## src/core/ebi_pkg.sv

```systemverilog
// Constants shared by the external memory bus interface.
// Assumes a single core clock domain; no software registers.
package ebi_pkg;
  // ----------------------------------------------------------------
  // Widths and routing
  // ----------------------------------------------------------------
  localparam int          EBI_AW         = 16;
  localparam logic [15:0] ROM_LO         = 16'h2000;
  localparam logic [15:0] ROM_HI         = 16'h2FFF;
  localparam logic        PROG_ENTRY_LVL = 1'b1;
  localparam logic [3:0]  PMODE_RESET    = 4'h0;
  localparam logic [15:0] DATA_RESET     = 16'h0000;
  // ----------------------------------------------------------------
  // Bus cycle phases
  // ----------------------------------------------------------------
  typedef enum logic [1:0] {
    EBI_IDLE = 2'b00,
    EBI_ADDR = 2'b01,
    EBI_DATA = 2'b10,
    EBI_DONE = 2'b11
  } ebi_state_t;
endpackage : ebi_pkg

```

## src/core/ebi_route.sv

```systemverilog
// Routing decision for one access: on-chip ROM window or external bus.
// Assumes the external-access level has already been latched at reset release.
`timescale 1ns/10ps
module ebi_route (
  input  wire logic [ebi_pkg::EBI_AW-1:0] addr,
  input  wire logic                       ext_access_latched_n,
  output logic                            go_external
);
  import ebi_pkg::*;
  always_comb begin
    if (!ext_access_latched_n) begin
      go_external = 1'b1;
    end else begin
      go_external = !((addr >= ROM_LO) && (addr <= ROM_HI));
    end
  end
endmodule : ebi_route

```

## src/core/ebi_core.sv

```systemverilog
// External memory bus interface: multiplexed address/data master.
// Assumes a core request port (one access at a time) and synchronous pins.
// What this block does
// - Address phase then 8/16-bit data phase
// - Address-valid strobe only for external accesses
// - Address-valid low through cycle, high after
// - Latch strobe marks start of external cycle
// - Latch strobe held for the address phase only
// - Upper byte enable on word/high accesses of 16-bit cycles
// - Upper enable with byte bit selects bytes
// - Width pin sizes cycle when enabled
// - Width pin honoured during config fetch
// - External-access low sends all accesses off-chip
// - External-access high: ROM window served on-chip
// - External-access sampled only at reset release
// - Programming level with nonzero mode pins at release enters programming mode
// - Fetch indicator high only for external instruction fetch
`timescale 1ns/10ps
module ebi_core (
  input  wire logic                       core_clk,
  input  wire logic                       nrst,
  // Core request side
  input  wire logic                       req_valid,
  input  wire logic [ebi_pkg::EBI_AW-1:0] req_addr,
  input  wire logic                       req_write,
  input  wire logic                       req_word,
  input  wire logic                       req_fetch,
  input  wire logic                       req_cfg_fetch,
  input  wire logic [15:0]                req_wdata,
  input  wire logic                       dyn_width_enable,
  input  wire logic                       strobe_is_latch,
  output logic                            req_done,
  output logic                            req_internal,
  output logic [15:0]                     rd_data,
  output logic                            program_mode,
  output logic [3:0]                      program_mode_latched,
  // Pins
  input  wire logic [7:0]                 addr_data_upper_in,
  input  wire logic [7:0]                 addr_data_lower_in,
  output logic [7:0]                      addr_data_upper_out,
  output logic [7:0]                      addr_data_lower_out,
  output logic                            addr_data_oe_n,
  output logic                            addr_strobe,
  output logic                            upper_byte_enable_n,
  output logic                            fetch_indicator,
  input  wire logic                       dynamic_width_select,
  input  wire logic                       external_access_n,
  input  wire logic [3:0]                 program_mode_select
);
  import ebi_pkg::*;

  ebi_state_t state;
  logic       reset_seen;
  logic       ext_latched_n;
  logic       go_external;
  logic       wide;
  logic       next_wide;
  logic       cur_write;
  logic       cur_word;
  logic       cur_fetch;
  logic [15:0] cur_addr;
  logic [15:0] cur_wdata;

  // --------------------------------------------------------------
  // Reset-release capture
  // --------------------------------------------------------------
  // Straps are caught on the first clock after release, never by reset itself.
  always_ff @(posedge core_clk) begin
    if (!nrst) begin
      reset_seen           <= 1'b0;
      ext_latched_n        <= 1'b0;
      program_mode         <= 1'b0;
      program_mode_latched <= PMODE_RESET;
    end else if (!reset_seen) begin
      reset_seen           <= 1'b1;
      ext_latched_n        <= external_access_n;
      program_mode         <= 1'b0;
      program_mode_latched <= program_mode_select;
      if (external_access_n == PROG_ENTRY_LVL && program_mode_select != PMODE_RESET) begin
        program_mode <= 1'b1;
      end
    end
  end

  ebi_route u_route (
    .addr                 (req_addr),
    .ext_access_latched_n (ext_latched_n),
    .go_external          (go_external)
  );

  // Width of the cycle about to start; the config fetch always obeys the width pin
  assign next_wide = (dyn_width_enable || req_cfg_fetch) ? dynamic_width_select : 1'b1;

  // --------------------------------------------------------------
  // Bus cycle sequencer
  // --------------------------------------------------------------
  always_ff @(posedge core_clk) begin
    if (!nrst) begin
      state     <= EBI_IDLE;
      cur_addr  <= DATA_RESET;
      cur_wdata <= DATA_RESET;
      cur_write <= 1'b0;
      cur_word  <= 1'b0;
      cur_fetch <= 1'b0;
      wide      <= 1'b1;
    end else begin
      unique case (state)
        EBI_IDLE: begin
          if (req_valid && reset_seen && !program_mode && go_external) begin
            state     <= EBI_ADDR;
            cur_addr  <= req_addr;
            cur_wdata <= req_wdata;
            cur_write <= req_write;
            cur_word  <= req_word;
            cur_fetch <= req_fetch && !req_cfg_fetch;
            // Width pin counts even for the config fetch itself
            wide <= next_wide;
          end
        end
        EBI_ADDR: state <= EBI_DATA;
        EBI_DATA: state <= EBI_DONE;
        EBI_DONE: state <= EBI_IDLE;
      endcase
    end
  end

  // --------------------------------------------------------------
  // Pin drivers
  // --------------------------------------------------------------
  always_ff @(posedge core_clk) begin
    if (!nrst) begin
      addr_data_upper_out <= 8'h00;
      addr_data_lower_out <= 8'h00;
      addr_data_oe_n      <= 1'b1;
    end else if (state == EBI_IDLE && req_valid && reset_seen && !program_mode && go_external) begin
      addr_data_upper_out <= req_addr[15:8];
      addr_data_lower_out <= req_addr[7:0];
      addr_data_oe_n      <= 1'b0;
    end else if (state == EBI_ADDR) begin
      // High byte of a narrow bus rides on the low lanes
      addr_data_upper_out <= cur_wdata[15:8];
      addr_data_lower_out <= (!wide && cur_addr[0]) ? cur_wdata[15:8] : cur_wdata[7:0];
      addr_data_oe_n      <= !cur_write;
    end else if (state == EBI_DATA) begin
      addr_data_oe_n      <= 1'b1;
    end
  end

  always_ff @(posedge core_clk) begin
    if (!nrst) begin
      // Idle level of the selected behaviour, so valid style never reads as asserted
      addr_strobe <= !strobe_is_latch;
    end else if (strobe_is_latch) begin
      // Latch style: rise at cycle start, fall at the end of the address phase
      if (state == EBI_IDLE && req_valid && reset_seen && !program_mode && go_external) begin
        addr_strobe <= 1'b1;
      end else if (state == EBI_ADDR) begin
        addr_strobe <= 1'b0;
      end
    end else begin
      // Address-valid style, active low, asserted for the whole external cycle
      // Rises on the edge that ends the data phase, together with the done pulse
      addr_strobe <= !((state == EBI_IDLE && req_valid && reset_seen && !program_mode && go_external)
                       || state == EBI_ADDR);
    end
  end

  always_ff @(posedge core_clk) begin
    if (!nrst) begin
      upper_byte_enable_n <= 1'b1;
      fetch_indicator     <= 1'b0;
    end else if (state == EBI_IDLE && req_valid && reset_seen && !program_mode && go_external) begin
      // Upper lanes carry nothing in an 8-bit cycle, so the enable stays off there
      upper_byte_enable_n <= !(next_wide && (req_word || req_addr[0]));
      fetch_indicator     <= req_fetch && !req_cfg_fetch;
    end else if (state == EBI_DONE || state == EBI_IDLE) begin
      upper_byte_enable_n <= 1'b1;
      fetch_indicator     <= 1'b0;
    end
  end

  // --------------------------------------------------------------
  // Completion and read data
  // --------------------------------------------------------------
  always_ff @(posedge core_clk) begin
    if (!nrst) begin
      req_done     <= 1'b0;
      req_internal <= 1'b0;
      rd_data      <= DATA_RESET;
    end else begin
      req_internal <= state == EBI_IDLE && req_valid && reset_seen && !program_mode && !go_external;
      req_done     <= (state == EBI_DATA)
                      || (state == EBI_IDLE && req_valid && reset_seen && !program_mode && !go_external);
      if (state == EBI_DATA && !cur_write) begin
        rd_data <= (wide || cur_word) ? {addr_data_upper_in, addr_data_lower_in}
                                      : {8'h00, addr_data_lower_in};
      end
    end
  end

  // --------------------------------------------------------------
  // Checks
  // --------------------------------------------------------------
  a_valid_held: assert property (@(posedge core_clk) disable iff (!nrst)
    (!strobe_is_latch && state == EBI_ADDR) |-> !addr_strobe ##1 !addr_strobe ##1 addr_strobe)
    else $error("address valid not held over cycle");
  a_valid_ext_only: assert property (@(posedge core_clk) disable iff (!nrst)
    (!strobe_is_latch && state == EBI_IDLE && $past(state) == EBI_IDLE) |-> addr_strobe)
    else $error("address valid without external cycle");
  a_latch_start: assert property (@(posedge core_clk) disable iff (!nrst)
    (strobe_is_latch && state == EBI_ADDR) |-> addr_strobe)
    else $error("latch strobe missing at cycle start");
  a_addr_drive: assert property (@(posedge core_clk) disable iff (!nrst)
    (state == EBI_ADDR) |-> ({addr_data_upper_out, addr_data_lower_out} == cur_addr && !addr_data_oe_n))
    else $error("address not on bus");
  a_upper_en: assert property (@(posedge core_clk) disable iff (!nrst)
    (state == EBI_ADDR) |-> (upper_byte_enable_n == !(wide && (cur_word || cur_addr[0]))))
    else $error("upper byte enable wrong");
  a_fetch_hold: assert property (@(posedge core_clk) disable iff (!nrst)
    (state == EBI_ADDR) |-> (fetch_indicator == cur_fetch) ##1 (fetch_indicator == cur_fetch))
    else $error("fetch indicator not steady");
  a_rom_internal: assert property (@(posedge core_clk) disable iff (!nrst)
    (state == EBI_IDLE && req_valid && reset_seen && !program_mode && ext_latched_n
     && req_addr >= ROM_LO && req_addr <= ROM_HI) |=> (req_internal && state == EBI_IDLE))
    else $error("ROM window access went external");
  a_ea_low_ext: assert property (@(posedge core_clk) disable iff (!nrst)
    (state == EBI_IDLE && req_valid && reset_seen && !program_mode && !ext_latched_n) |=> state == EBI_ADDR)
    else $error("access not sent off-chip");
  a_ea_stable: assert property (@(posedge core_clk) disable iff (!nrst)
    ($past(reset_seen) && reset_seen) |-> $stable(ext_latched_n))
    else $error("external access level changed after reset");
endmodule : ebi_core

```

## config.mk

```make
export PLATFORM = sky130hd
export DESIGN_NAME = ebi_core
export DESIGN_NICKNAME = d
export VERILOG_FILES = /design/src/core/ebi_pkg.sv /design/src/core/ebi_route.sv /design/src/core/ebi_core.sv
export SDC_FILE = /design/constraint.sdc
export NUM_CORES = 1
export LEC_CHECK = 0
export ABC_CLOCK_PERIOD_IN_PS = 2350
export BUFFER_PORTS_ARGS = -buffer_cell sky130_fd_sc_hd__clkbuf_2
export CAP_MARGIN = 20
export CORE_UTILIZATION = 50
export CTS_CLUSTER_SIZE = 8
export DETAILED_ROUTE_END_ITERATION = 12
export MAX_ROUTING_LAYER = met4
export PLACE_DENSITY = 0.8
export SLEW_MARGIN = 20
export SYNTH_ARGS = -nofsm -noshare
export SYNTH_HDL_FRONTEND = slang
export SYNTH_HIERARCHICAL = 1
export SYNTH_SLANG_ARGS = --single-unit
```

## constraint.sdc

```tcl
create_clock -name core_clk -period 2.35 [get_ports core_clk]
set_clock_uncertainty 0.1 [all_clocks]
set_input_delay 0.235 -clock core_clk [delete_from_list [all_inputs] [get_ports core_clk]]
set_output_delay 0.235 -clock core_clk [all_outputs]
set_load 0.02 [all_outputs]
```

==> results by group <==
Critical path
  – Cell chain of the critical path: inv_1 > ha_1 > and4b_1 > buf_4 > nand4_1 > o311ai_0
  – Worst path required time: between 2000 and 2500 ps
  – Setup crit start kind: register
  – Critical-path top delay cell: buf_4
  – Crit-path max cell delay: roughly 330 ps
  – Arrival time worst endpoint: just under 2000 ps
  – Critical path capture point type: register
  – WS Path Type: register to register
  – Worst-path fanout max: 33

Finish
  – # nets final: a little under 500
  – Diode count: 0
  – Filler Cell Count: between 400 and 500
  – Fin util: around two thirds
  – Layout cell share with drive strength beyond 1: 31.26%
  – Final instance area: roughly 3700 um2
  – Layout Area Growth over Synthesis: 22.81%

Power and ir drop
  – Overall Power: roughly 3.6 mW
  – Pleak: around 1.5 nW
  – Worst IR Drop VDD: about 0.00048 V
  – P per Cell Area: 977.6 nW/um2

Route
  – Via count: around 2800
  – Final wirelength: 7595 um
  – First drt pass iteration count: 4
  – Remaining DRCs: 0
  – Vias per cell: ~5.6
  – Detailed router's first-iteration violation count: between 150 and 200
  – DRT antenna net count: 0
  – Routed WL per cell: roughly 15 um

Yosys
  – Fraction of registers with async set/reset: 0%
  – Syn Std Cell Area: approximately 3000 um2
  – #FFs+latches synth: between 60 and 70
  – Library cells used by synthesis: between 40 and 50
  – Syn Nets: about 400
  – Post-Syn Instances: 337
  – Avg Synthesized Cell Area: 8.903 um2
  – Predominant post-synthesis flop cell: dfxtp_1
  – Seq/Total Area, Yosys: between 40% and 50%
  – Synth warn: 6
  – Post-synth EDFFs: 1

Floorplanning
  – Die area: about 6300 um2
  – Cell Rows: 27
  – Core area: between 5000 and 6000 um2
  – Initial core utilization: between 50% and 60%
  – DIE HEIGHT: between 70 and 80 um
  – I/O Pins: ~110
  – Die W: slightly below 80 um

Clock network
  – Clock root cell: clkbuf_8
  – Clock Tree Buf Depth: 2
  – # clock sinks: 67
  – Postcts setup bufs: 0
  – Clock latency on the worst-skew pair: roughly 350 ps
  – CTS Buf Count: 9
  – H-tree depth: 3
  – Clock slew at reported path FFs: 70 ps
  – Post-CTS resize count: 0
  – CTS tree: done

Timing
  – Hold Vio Cnt, Final: 0
  – Minimum clock period: approximately 1900 ps
  – Slew HR: 60.42%
  – Setup TNS: 0 ps
  – Endpoints failing setup: 0
  – Setup WS post-layout: roughly 450 ps
  – RSZ-0062 raised after global routing: no
  – Slew @ Worst Pin: between 500 and 600 ps
  – Final cycle utilization of the critical path: slightly above 80%
  – Fin. max-slew vios: 0
  – Max Freq: 526.6 MHz

Global routing
  – Total track usage: roughly a quarter
  – Largest net degree at the start of global routing: 38
  – GRT Residual Overflow: 0
  – First-pass GRT wire length: approximately 12000 um
  – Vias in the first global route: between 2000 and 2500
  – Initial antenna violation count: 0

Placed design
  – Area after DPL: between 3000 and 4000 um2
  – Hpwl dp: between 5000 and 6000 um
  – # port buffers: approximately 110
  – Final RePlAce weighted congestion: roughly 0.80
  – Pre-CTS setup slack: 473.3 ps

Flow run
  – Max-Cap Viols: 0

Run status
  – Status: completed

Worst hold path
  – Worst hold path type: input pin to register
## logic make-up (layout without fill, tap and decap cells)
family,after synthesis,count (layout),synth area share [%]
flip-flops,67,67,45.04
adder cells (fa/ha/maj),4,4,1.668
AO/OA/AOI/OAI,120,120,24.60
buffers and inverters,47,145,8.799
multiplexers,13,13,4.337
AND/OR/NAND/NOR,86,86,15.55
## cells in the mapped netlist, drive strengths merged, types with 7 or more instances
cell	number	area, um2
dfxtp	66	1321
o211ai	9	67.56
nand3b	8	60.06
a32o	8	80.08
nor2	7	33.78
clkbuf	16	62.56
inv	11	41.29
nand3	30	150.1
buf	19	156.4
nand2	27	101.4
o311a	8	80.08
a21oi	46	230.2
o21ai	38	190.2
mux2i	13	130.1
## report_power, final
| group | leakage (nW) | switching [mW] | internal (mW) | total (mW) |
|---|---|---|---|---|
| Combinational | 0.895 | 0.771 | 0.493 | 1.26 |
| Sequential | 0.549 | 0.121 | 1.35 | 1.47 |
| Clock | 0.0884 | 0.432 | 0.437 | 0.869 |
## cell type report
class / count / area (um2) / area share, %
Multi-Input combinational cell: 223 / 1385 / 37.59
Sequential cell: 67 / 1351 / 36.67
Timing Repair Buffer: 117 / 633.1 / 17.18
Clock buffer: 12 / 155.1 / 4.211
Tap cell: 72 / 90.09 / 2.445
Inverter: 12 / 45.04 / 1.222
Clock inverter: 4 / 25.02 / 0.6791
## per-layer routing
metal,up-vias,share of wire (%),track usage [%]
li1,1404,-,-
met1,1316,45,31.70
met2,98,49,40.34
met3,8,5.4,5.029
met4,0,1.2,10.36
met5,-,0,-
## per-stage QoR
step	hold slack [ps]	std cells
after floorplan	162.7	337
after CTS	0.9641	507
final	11.44	507
after global routing	14.46	507
after detailed placement	347.0	489
after global placement	339.6	489
## final timing paths
kind	startpoint	to	slack [ps]	cells after the start
max	state[0]	addr_strobe	450	6
min	addr_data_lower_in[5]	rd_data[5]	10	3
max reg2reg	state[0]	addr_strobe	450	6
min reg2reg	rd_data[13]	rd_data[13]	350	2
## cells in the final DEF (no fill, tap or decap), types with 4 or more instances in the layout
master    netlist  routed
dfxtp_1        66      66
buf_4           4       9
o311a_1         8       8
clkbuf_8        0      11
nand2_1        27      27
inv_1          10      10
nand3b_1        8       8
clkbuf_2        2     105
o21ai_0        37      37
o211ai_1        9       9
ha_1            4       4
nor2_1          6       6
mux2i_1        13      13
nand3_1        30      30
a32o_1          8       8
a21oi_1        46      46
## state kept, by name, summed over array words and instances, names as in the netlist
name / flops
reset_seen: 1
req_done: 1
req_internal: 1
ext_latched_n: 1
rd_data: 16
fetch_indicator: 1
cur_addr: 1
state: 2
cur_word: 1
program_mode: 1
addr_data_upper_out: 8
addr_strobe: 1
wide: 1
addr_data_oe_n: 1
cur_write: 1
cur_wdata: 16
addr_data_lower_out: 8
program_mode_latched: 4
upper_byte_enable_n: 1
## timing repair
action,in CTS,in global routing
hold buffers,2,0
hold endpoints to repair,2,0
endpoints found under the setup margin,0,0
## critical path, delay by kind of cell (launching register included)
| family | cells | cell delay [ps] |
|---|---|---|
| fa+ha+maj | 1 | 310 |
| simple gates | 2 | 370 |
| flops | 1 | 310 |
| buf+inv | 2 | 450 |
| compound gates | 1 | 140 |
No activity file was read; power rests on OpenSTA's default activity.
